### src/hw/cec_pkg.sv
// Shared constants for the converter enable and clock control block.
package cec_pkg;
    // ----------------------------------------
    // Pin select codes
    // ----------------------------------------
    localparam logic [1:0] SEL_REG = 2'h0;
    localparam logic [1:0] SEL_PIN_A = 2'h1;
    localparam logic [1:0] SEL_PIN_B = 2'h2;
    localparam logic [1:0] SEL_PIN_C = 2'h3;
    // ----------------------------------------
    // Timing
    // ----------------------------------------
    localparam int CLK_HZ = 20000000;
    localparam int SC_TIMEOUT_US = 1000;
    localparam int SC_TIMEOUT_CYC = SC_TIMEOUT_US * (CLK_HZ / 1000000);
    localparam int DELAY_STEP_US = 500;
    localparam int DELAY_STEP_CYC = DELAY_STEP_US * (CLK_HZ / 1000000);
    localparam int MEAS_WINDOW_US = 100;
    localparam int MEAS_WINDOW_CYC = MEAS_WINDOW_US * (CLK_HZ / 1000000);
    // Sync clock limits: -30 % and +10 % of nominal, counted over the window.
    localparam int FREQ_LO_PCT = 70;
    localparam int FREQ_HI_PCT = 110;
    localparam logic [4:0] FREQ_RESET = 5'h01;
    localparam logic STEPUP_DISCHARGE_RESET = 1'b1;
    // ----------------------------------------
    // Device operating states
    // ----------------------------------------
    typedef enum logic [1:0] {
        ST_RESET = 2'b00,
        ST_CFG_READ = 2'b01,
        ST_STANDBY = 2'b10,
        ST_ACTIVE = 2'b11
    } cec_state_t;
    localparam int CFG_READ_CYC = 64;
endpackage

### src/hw/cec_conv_ctrl.sv
// One converter's enable selection, delays and start-up timeout.
`timescale 1ns/1ns
`default_nettype none
module cec_conv_ctrl #(
    parameter int STEP_CYC = cec_pkg::DELAY_STEP_CYC,
    parameter int TIMEOUT_CYC = cec_pkg::SC_TIMEOUT_CYC
) (
    // Clock and reset
    input wire logic clock,
    input wire logic rst,
    // Control
    input wire logic allowed,
    input wire logic on_bit,
    input wire logic [1:0] pin_select,
    input wire logic [2:0] pins_sync,
    input wire logic [3:0] on_delay,
    input wire logic [3:0] off_delay,
    input wire logic above_level,
    // Results
    output logic conv_on,
    output logic timeout_pulse
);
    localparam int TW = $clog2(TIMEOUT_CYC + 1);
    localparam int SW = $clog2(STEP_CYC + 1);
    logic pin_level;
    logic pin_prev_r;
    logic pin_mode;
    logic on_r;
    logic faulted_r;
    logic [3:0] steps_r;
    logic [SW-1:0] tick_r;
    logic pending_r;
    logic pend_target_r;
    logic [TW-1:0] sc_cnt_r;
    logic tick;
    logic rise;
    logic fall;
    logic req;
    logic sc_expire;

    assign pin_mode = (pin_select != cec_pkg::SEL_REG);
    assign pin_level = (pin_select == cec_pkg::SEL_PIN_A) ? pins_sync[0] :
                       (pin_select == cec_pkg::SEL_PIN_B) ? pins_sync[1] :
                       pins_sync[2];
    assign rise = pin_mode && pin_level && !pin_prev_r;
    assign fall = pin_mode && !pin_level && pin_prev_r;
    assign tick = (tick_r == SW'(STEP_CYC - 1));
    assign req = on_bit && allowed && !faulted_r;
    assign sc_expire = on_r && !above_level
                       && (sc_cnt_r == TW'(TIMEOUT_CYC - 1));

    always_ff @(posedge clock) begin
        if (rst) begin
            pin_prev_r <= 1'b0;
            tick_r <= '0;
            steps_r <= 4'h0;
            pending_r <= 1'b0;
            pend_target_r <= 1'b0;
            on_r <= 1'b0;
            faulted_r <= 1'b0;
            sc_cnt_r <= '0;
            timeout_pulse <= 1'b0;
        end else begin
            pin_prev_r <= pin_level;
            tick_r <= tick ? '0 : tick_r + SW'(1);
            timeout_pulse <= sc_expire;
            if (!on_bit || !allowed) begin
                faulted_r <= 1'b0;
            end else if (sc_expire) begin
                faulted_r <= 1'b1;
            end
            if (!req) begin
                on_r <= 1'b0;
                pending_r <= 1'b0;
            end else if (!pin_mode) begin
                on_r <= 1'b1;
                pending_r <= 1'b0;
            end else if (rise || fall) begin
                pending_r <= 1'b1;
                pend_target_r <= rise;
                steps_r <= rise ? on_delay : off_delay;
            end else if (pending_r && steps_r == 4'h0) begin
                on_r <= pend_target_r;
                pending_r <= 1'b0;
            end else if (pending_r && tick) begin
                steps_r <= steps_r - 4'h1;
            end
            if (!on_r || above_level) begin
                sc_cnt_r <= '0;
            end else begin
                sc_cnt_r <= sc_cnt_r + TW'(1);
            end
        end
    end
    assign conv_on = on_r;
endmodule // cec_conv_ctrl
`default_nettype wire

### src/hw/cec_top.sv
// Converter enable, power-good flags and sync clock control.
// Contract
// - Enable bit 0 keeps converter off; bit 1 with select 00 runs it.
// - Select codes 01, 10, 11 pick pins A, B, C; pin level gives on.
// - Pin rising edge waits the four-bit start-up delay before turning on.
// - Pin falling edge waits the four-bit shut-down delay before off.
// - Delays apply only under pin control; register enabling acts at once.
// - Step-down converters may be enabled only in standby or active.
// - Output not above low level within 1 ms disables it, sets flag.
// - Output rising above undervoltage threshold sets power-good flag.
// - One bit picks undervoltage only or undervoltage plus overvoltage.
// - Rise mask suppresses the flag when the output becomes valid.
// - Output becoming invalid also sets flag; fall mask suppresses it.
// - In window mode masks apply to crossings of either threshold.
// - Valid status bit always mirrors output validity, masks ignored.
// - Frequency dither on all converters only while sync enable is 0.
// - Five-bit field sets expected sync frequency, 1 to 24 MHz.
// - Sync clock valid only within minus 30 to plus 10 percent.
// - Sync disabled: internal clock, no flag; enabled: flag on change.
// - Sync enabled and clock absent at state transitions raises flag; code checks only config read to standby and standby to active.
// - A mask bit keeps the sync flag off the interrupt output.
// - After reset release and configuration read, enter standby.
// - Discharge bit, default set, pulls boost output down when off.
`timescale 1ns/1ns
`default_nettype none
module cec_top #(
    parameter int STEP_CYC = cec_pkg::DELAY_STEP_CYC,
    parameter int TIMEOUT_CYC = cec_pkg::SC_TIMEOUT_CYC,
    parameter int MEAS_CYC = cec_pkg::MEAS_WINDOW_CYC,
    parameter int CFG_CYC = cec_pkg::CFG_READ_CYC
) (
    // Clock and reset
    input wire logic clock,
    input wire logic rst,
    input wire logic reset_input_low,
    // Enable pins
    input wire logic enable_pin_a,
    input wire logic enable_pin_b,
    input wire logic enable_pin_c,
    // Step-down control, one field per converter
    input wire logic [1:0] stepdown_on_bit,
    input wire logic [3:0] stepdown_pin_select,
    input wire logic [7:0] stepdown_on_delay,
    input wire logic [7:0] stepdown_off_delay,
    // Step-up control
    input wire logic stepup_on_bit,
    input wire logic [1:0] stepup_pin_select,
    input wire logic [3:0] stepup_on_delay,
    input wire logic [3:0] stepup_off_delay,
    input wire logic stepup_discharge_enable,
    // Output monitoring (comparators)
    input wire logic [2:0] above_low_level,
    input wire logic [2:0] above_uv,
    input wire logic [2:0] below_ov,
    input wire logic window_detect_sel,
    input wire logic [2:0] rise_mask,
    input wire logic [2:0] fall_mask,
    // Clock control
    input wire logic freq_dither_enable,
    input wire logic sync_enable,
    input wire logic [4:0] sync_nominal_freq,
    input wire logic sync_clock_input,
    input wire logic sync_mask,
    // Flag clears, one-cycle pulses
    input wire logic [2:0] good_flag_clear,
    input wire logic [2:0] short_flag_clear,
    input wire logic sync_flag_clear,
    // Outputs
    output logic [2:0] conv_enable,
    output logic stepup_pulldown,
    output logic [2:0] stepdown_valid_status,
    output logic [2:0] stepdown_good_flag,
    output logic [2:0] short_flag,
    output logic sync_flag,
    output logic use_sync_clock,
    output logic dither_active,
    output logic standby_reached,
    output logic interrupt_out
);
    localparam int MW = $clog2(MEAS_CYC + 1);
    localparam int EW = 16;
    localparam int CW = $clog2(CFG_CYC + 1);

    // ----------------------------------------
    // Input synchronisers
    // ----------------------------------------
    logic [4:0] meta_r;
    logic [4:0] sync_r;
    logic sync_prev_r;
    always_ff @(posedge clock) begin
        if (rst) begin
            meta_r <= 5'h00;
            sync_r <= 5'h00;
            sync_prev_r <= 1'b0;
        end else begin
            meta_r <= {sync_clock_input, reset_input_low, enable_pin_c,
                       enable_pin_b, enable_pin_a};
            sync_r <= meta_r;
            sync_prev_r <= sync_r[4];
        end
    end
    logic [2:0] pins_sync;
    assign pins_sync = sync_r[2:0];

    // ----------------------------------------
    // Operating state
    // ----------------------------------------
    cec_pkg::cec_state_t state_r;
    cec_pkg::cec_state_t state_nxt;
    logic [CW-1:0] cfg_cnt_r;
    logic [2:0] conv_on;
    logic any_on;
    logic allowed;
    assign any_on = |conv_on;
    assign allowed = (state_r == cec_pkg::ST_STANDBY)
                     || (state_r == cec_pkg::ST_ACTIVE);
    always_comb begin
        state_nxt = state_r;
        unique case (state_r)
            cec_pkg::ST_RESET: begin
                if (sync_r[3]) begin
                    state_nxt = cec_pkg::ST_CFG_READ;
                end
            end
            cec_pkg::ST_CFG_READ: begin
                if (cfg_cnt_r == CW'(CFG_CYC - 1)) begin
                    state_nxt = cec_pkg::ST_STANDBY;
                end
            end
            cec_pkg::ST_STANDBY: begin
                if (any_on) begin
                    state_nxt = cec_pkg::ST_ACTIVE;
                end
            end
            cec_pkg::ST_ACTIVE: begin
                if (!any_on) begin
                    state_nxt = cec_pkg::ST_STANDBY;
                end
            end
        endcase
        if (!sync_r[3]) begin
            state_nxt = cec_pkg::ST_RESET;
        end
    end
    always_ff @(posedge clock) begin
        if (rst) begin
            state_r <= cec_pkg::ST_RESET;
            cfg_cnt_r <= '0;
        end else begin
            state_r <= state_nxt;
            cfg_cnt_r <= (state_r == cec_pkg::ST_CFG_READ)
                         ? cfg_cnt_r + CW'(1) : '0;
        end
    end

    // ----------------------------------------
    // Converter controllers
    // ----------------------------------------
    logic [2:0] timeout;
    logic [2:0] on_bits;
    logic [5:0] selects;
    logic [11:0] on_dl;
    logic [11:0] off_dl;
    assign on_bits = {stepup_on_bit, stepdown_on_bit};
    assign selects = {stepup_pin_select, stepdown_pin_select};
    assign on_dl = {stepup_on_delay, stepdown_on_delay};
    assign off_dl = {stepup_off_delay, stepdown_off_delay};

    // ----------------------------------------
    // Power-good monitoring
    // ----------------------------------------
    logic [2:0] valid_now;
    logic [2:0] valid_prev_r;
    logic [2:0] good_set;
    logic [2:0] short_nxt;
    logic [2:0] good_nxt;

    genvar g;
    generate
        for (g = 0; g < 3; g++) begin : g_conv
            cec_conv_ctrl #(
                .STEP_CYC(STEP_CYC),
                .TIMEOUT_CYC(TIMEOUT_CYC)
            ) u_ctrl (
                .clock(clock),
                .rst(rst),
                .allowed(allowed),
                .on_bit(on_bits[g]),
                .pin_select(selects[2*g+1:2*g]),
                .pins_sync(pins_sync),
                .on_delay(on_dl[4*g+3:4*g]),
                .off_delay(off_dl[4*g+3:4*g]),
                .above_level(above_low_level[g]),
                .conv_on(conv_on[g]),
                .timeout_pulse(timeout[g])
            );
            assign valid_now[g] = conv_on[g] && above_uv[g]
                                  && (!window_detect_sel || below_ov[g]);
            assign good_set[g] = (valid_now[g] && !valid_prev_r[g]
                                  && !rise_mask[g])
                                 || (!valid_now[g] && valid_prev_r[g]
                                  && !fall_mask[g]);
            assign good_nxt[g] = good_set[g]
                                 || (stepdown_good_flag[g]
                                     && !good_flag_clear[g]);
            assign short_nxt[g] = timeout[g]
                                  || (short_flag[g] && !short_flag_clear[g]);
        end
    endgenerate

    // ----------------------------------------
    // Sync clock detector
    // ----------------------------------------
    logic [MW-1:0] meas_cnt_r;
    logic [EW-1:0] edge_cnt_r;
    logic [EW-1:0] exp_edges;
    logic [EW-1:0] lo_edges;
    logic [EW-1:0] hi_edges;
    logic meas_done;
    logic clk_ok_r;
    logic clk_ok_nxt;
    logic sync_edge;
    logic sync_set;
    logic sync_nxt;
    logic enter_standby;
    logic enter_active;
    // Expected edges per window: MHz times microseconds.
    assign exp_edges = EW'(32'(sync_nominal_freq) * MEAS_CYC
                           / (cec_pkg::CLK_HZ / 1000000));
    assign lo_edges = EW'(32'(exp_edges) * cec_pkg::FREQ_LO_PCT / 100);
    assign hi_edges = EW'(32'(exp_edges) * cec_pkg::FREQ_HI_PCT / 100);
    assign sync_edge = sync_r[4] && !sync_prev_r;
    assign meas_done = (meas_cnt_r == MW'(MEAS_CYC - 1));
    assign clk_ok_nxt = (edge_cnt_r >= lo_edges)
                        && (edge_cnt_r <= hi_edges)
                        && (sync_nominal_freq != 5'h00);
    assign enter_standby = (state_r == cec_pkg::ST_CFG_READ)
                           && (state_nxt == cec_pkg::ST_STANDBY);
    assign enter_active = (state_r == cec_pkg::ST_STANDBY)
                          && (state_nxt == cec_pkg::ST_ACTIVE);
    assign sync_set = sync_enable
                      && ((meas_done && (clk_ok_nxt != clk_ok_r))
                          || ((enter_standby || enter_active)
                              && !clk_ok_r));
    assign sync_nxt = sync_set || (sync_flag && !sync_flag_clear);

    always_ff @(posedge clock) begin
        if (rst) begin
            meas_cnt_r <= '0;
            edge_cnt_r <= '0;
            clk_ok_r <= 1'b0;
        end else if (!sync_enable) begin
            meas_cnt_r <= '0;
            edge_cnt_r <= '0;
            clk_ok_r <= 1'b0;
        end else begin
            meas_cnt_r <= meas_done ? '0 : meas_cnt_r + MW'(1);
            if (meas_done) begin
                edge_cnt_r <= '0;
                clk_ok_r <= clk_ok_nxt;
            end else if (sync_edge && edge_cnt_r != '1) begin
                edge_cnt_r <= edge_cnt_r + EW'(1);
            end
        end
    end

    // ----------------------------------------
    // Registered outputs
    // ----------------------------------------
    always_ff @(posedge clock) begin
        if (rst) begin
            valid_prev_r <= 3'h0;
            conv_enable <= 3'h0;
            stepup_pulldown <= cec_pkg::STEPUP_DISCHARGE_RESET;
            stepdown_valid_status <= 3'h0;
            stepdown_good_flag <= 3'h0;
            short_flag <= 3'h0;
            sync_flag <= 1'b0;
            use_sync_clock <= 1'b0;
            dither_active <= 1'b0;
            standby_reached <= 1'b0;
            interrupt_out <= 1'b0;
        end else begin
            valid_prev_r <= valid_now;
            conv_enable <= conv_on;
            stepup_pulldown <= stepup_discharge_enable && !conv_on[2];
            stepdown_valid_status <= valid_now;
            stepdown_good_flag <= good_nxt;
            short_flag <= short_nxt;
            sync_flag <= sync_nxt;
            use_sync_clock <= sync_enable && clk_ok_r;
            dither_active <= freq_dither_enable && !sync_enable;
            standby_reached <= allowed;
            interrupt_out <= (|good_nxt) || (|short_nxt)
                             || (sync_nxt && !sync_mask);
        end
    end
endmodule // cec_top
`default_nettype wire

### config.mk
export PLATFORM = sky130hd
export DESIGN_NAME = cec_top
export DESIGN_NICKNAME = d
export VERILOG_FILES = /design/src/hw/cec_pkg.sv /design/src/hw/cec_conv_ctrl.sv /design/src/hw/cec_top.sv
export SDC_FILE = /design/constraint.sdc
export NUM_CORES = 1
export LEC_CHECK = 0
export ABC_AREA = 1
export BUFFER_PORTS_ARGS = -buffer_cell sky130_fd_sc_hd__buf_2
export CAP_MARGIN = 10
export CORE_MARGIN = 3
export CORE_UTILIZATION = 70
export DETAILED_ROUTE_END_ITERATION = 16
export PLACE_DENSITY = 0.89
export SYNTH_ARGS = -nofsm -noshare
export SYNTH_HDL_FRONTEND = slang
export SYNTH_SLANG_ARGS = --single-unit
### constraint.sdc
create_clock -name clock -period 46 [get_ports clock]
set_clock_uncertainty 0.1 [all_clocks]
set_input_delay 2.3 -clock clock [delete_from_list [all_inputs] [get_ports clock]]
set_output_delay 2.3 -clock clock [all_outputs]
set_load 0.01 [all_outputs]
==> reports/results.md <==
| Quantity | Reported |
|:---|:---|
| Synthesized Nets | 3632 |
| Pin count of the biggest net entering global routing | 47 |
| CP max stage delay | 570 ps |
| Setup repair after global routing missed its margin | no |
| Highest net fanout along the worst path | 26 |
| Total of fill cells in the finished design | 2396 |
| Post-cts hold buffer count | 0 |
| Beginning of the critical path | sync_nominal_freq[2] |
| WL/cell | 14.2 microns |
| Detailed placer's ending HPWL | 44.5 mm |
| Hold Vio Cnt, Final | 0 |
| Height of the die | 181 microns |
| Worst skew pair latency | 440 ps |
| Async set-or-reset flop fraction in the synthesized netlist | 0 |
| Area of the die | 0.0326 sq mm |
| Total overflow reported by the global router | 0 |
| Post-layout min period | 29070 ps |
| Number of register bits inferred by synthesis | 183 |
| Relative max-transition margin | 0.288 |
| Netlist cell types | 80 |
| Buffer cell driving the clock tree root | clkbuf_16 |
| Wire length of the first global-routing pass | 92.5 mm |
| Effective utilization at floorplan | 0.714 |
| Fin. max-slew vios | 0 |
| Vias | 21700 |
| Per-instance average area after synthesis | 6.31 sq um |
| Dominant register cell in the synthesized netlist | dfxtp_1 |
| Cell family with most CP delay | simple AND/OR/NAND/NOR gates |
| Number of enable flip-flop cells after synthesis | 0 |
| Share of Yosys cell area claimed by the top area cell type | 0.172 |
| Boundary Pins | 90 |
| Most repeated cell in the gate-level netlist after synthesis | nand2_1 |
| Proportion of layout cells with a drive suffix above 1 | 0.121 |
| # Max-Cap Violations | 0 |
| Endpoints failing setup | 0 |
| Signal arrival time at the worst endpoint | 29340 ps |
| Critical path's slowest cell | fa_1 |
| Setup TNS | 0 ps |
| Ranking of synthesized cells by area | dfxtp_1 (17%), nand2_1 (14%), inv_1 (11%) |
| Number of clock buffers inserted by TritonCTS | 17 |
| Initial antenna violation count | 0 |
| Fmax achieved | 0.0344 GHz |
| Number of resized instances in the post-cts repair step | 0 |
| Number of warnings issued by yosys | 0 |
| Cell seen most often among critical-path stages | nand2_1 |
| Global Route Usage Sum | 0.328 |
| Number of sinks handled by clock tree synthesis | 183 |
| Placer's final routability congestion estimate | 0.977 |
| Launch point of the worst hold path | meta_r[4]$_SDFF_PP0_ |
| Post-synthesis instance area | 0.0213 sq mm |
| DRC violation count after routing | 0 |
| Startpoint of the worst register-to-register path | edge_cnt_r[0]$_SDFFE_PP0P_ |
| Inserted Diodes | 0 |
| Classification of the worst-slack hold path | flip-flop to flip-flop |
| P&R area growth vs syn | 5.97% |
| Sequential area share after synthesis | 0.172 |
| Vias in the first global route | 20700 |
| I/O Buffers | 89 |
| Status | finished, final reports clean |
| Worst-case clock buffer depth | 2 |
| Routed wire length | 54.9 mm |
| Ratio of routed vias to standard cells | 5.62 |
| Total Nets Final | 3709 |
| Least-Margin Pin Slew | 1060 ps |
| Library cell with the largest summed area after synthesis | dfxtp_1 |
| Maximum level of the CTS H-tree | 4 |
| Post-CTS Repair Setup Buffers | 0 |
| Post-route ant nets | 0 |
| Critical setup path kind | input port to flip-flop |
| Violation count after the first detailed-routing iteration | 1617 |
| Setup crit end kind | flip-flop |
| Portion of the clock cycle consumed by the worst path in the final layout | 0.632 |
| Commonest cells post-synth | nand2_1 (770), inv_1 (605), nor2_1 (374) |
| Clk slew on worst S/H paths | 80 ps |
| CP Buf/Inv Count | 19 |
| Required time worst endpoint | 46270 ps |
| CTS tree | done |
| Number of placement rows | 63 |
| Horiz. Die Dim | 181 microns |
| Number of instances in the synthesized netlist | 3383 |
| CORE AREA | 0.0299 sq mm |
| Startpoint type of the worst setup path | input port |
| Detailed Routing Iterations Pass 1 | 6 |
-- final timing paths --
check                                   to  slack [ps]  cells past startpoint
hold reg to reg       sync_r[4]$_SDFF_PP0_         310                      2
setup / recovery  interrupt_out$_SDFF_PP0_       16930                    171
hold / removal        sync_r[4]$_SDFF_PP0_         310                      2
setup reg to reg  interrupt_out$_SDFF_PP0_       42870                     20
-- cell type report --
cell class / count / area [sq um] / share of cell area
well taps: 390 / 488 / 0.0216
inverters: 644 / 2430 / 0.108
clock buffers: 20 / 457 / 0.0202
multi-input cells: 2521 / 15000 / 0.662
repair buffers: 93 / 475 / 0.0210
flip-flops and latches: 183 / 3660 / 0.162
clock inverters: 12 / 138 / 0.00609
-- cells in the final DEF (no fill, tap or decap), drive strengths merged, types with 3 or more instances in the layout --
cell / instances
nand4: 93
nor3: 71
or3: 3
inv: 637
o21bai: 15
xor2: 98
clkinvlp: 3
o211ai: 9
clkbuf: 20
buf: 93
xnor2: 26
o21a: 6
clkinv: 15
a21oi: 143
nand3b: 16
a21o: 3
nor3b: 17
nor4: 23
or2: 21
o21ai: 135
o311ai: 3
o22ai: 11
dfxtp: 183
nor2: 423
nand3: 272
a21boi: 3
nand2: 888
a31oi: 22
fa: 44
o221ai: 7
a211oi: 14
ha: 133
-- flip-flops by register name, indices dropped and copies added (netlist names), 2 cells and up --
| name | flops |
|---|---|
| g_conv.u_ctrl.sc_cnt_r | 45 |
| g_conv.u_ctrl.conv_on | 3 |
| sync_r | 5 |
| valid_prev_r | 3 |
| g_conv.u_ctrl.steps_r | 12 |
| cfg_cnt_r | 7 |
| conv_enable | 3 |
| g_conv.u_ctrl.timeout_pulse | 3 |
| g_conv.u_ctrl.faulted_r | 3 |
| meta_r | 5 |
| g_conv.u_ctrl.pend_target_r | 3 |
| g_conv.u_ctrl.pending_r | 3 |
| g_conv.u_ctrl.tick_r | 42 |
| edge_cnt_r | 16 |
| short_flag | 3 |
| stepdown_good_flag | 3 |
| g_conv.u_ctrl.pin_prev_r | 3 |
| meas_cnt_r | 11 |
| state_r | 2 |
-- tightest hold or removal path, stage by stage (launching register included) --
cell and delay, ps:
dfxtp_1 300, inv_1 40, nor2_1 30
-- per-stage QoR --
stage | cell area (sq um) | hold slack [ps] | utilization | std cells | setup slack [ps]
CTS | 22600 | 312 | 0.757 | 3863 | 17180
floorplan | 21300 | 288 | - | 3383 | 22220
detailed placement | 22000 | 299 | 0.737 | 3831 | 16770
global route | 22600 | 333 | 0.757 | 3863 | 14250
global placement | 22000 | 294 | 0.737 | 3831 | 17690
finish | 22600 | 310 | 0.757 | 3863 | 16930
-- cells by family after synthesis --
group	Yosys count	synth area share
XOR/XNOR	124	0.0516
buffers and inverters	679	0.127
flip-flops	183	0.172
AO/OA/AOI/OAI	387	0.106
AND/OR/NAND/NOR	1833	0.424
adder cells (fa/ha/maj)	177	0.119
-- layer usage --
metal / global-route usage / part of all wire
met1: 0.419 / 0.44
met2: 0.578 / 0.48
met3: 0.0507 / 0.058
met4: 0.0897 / 0.023
met5: 0 / 0
Power is not shown: default switching activity piles up to over one toggle a cycle in this logic, so the estimate is an artifact.
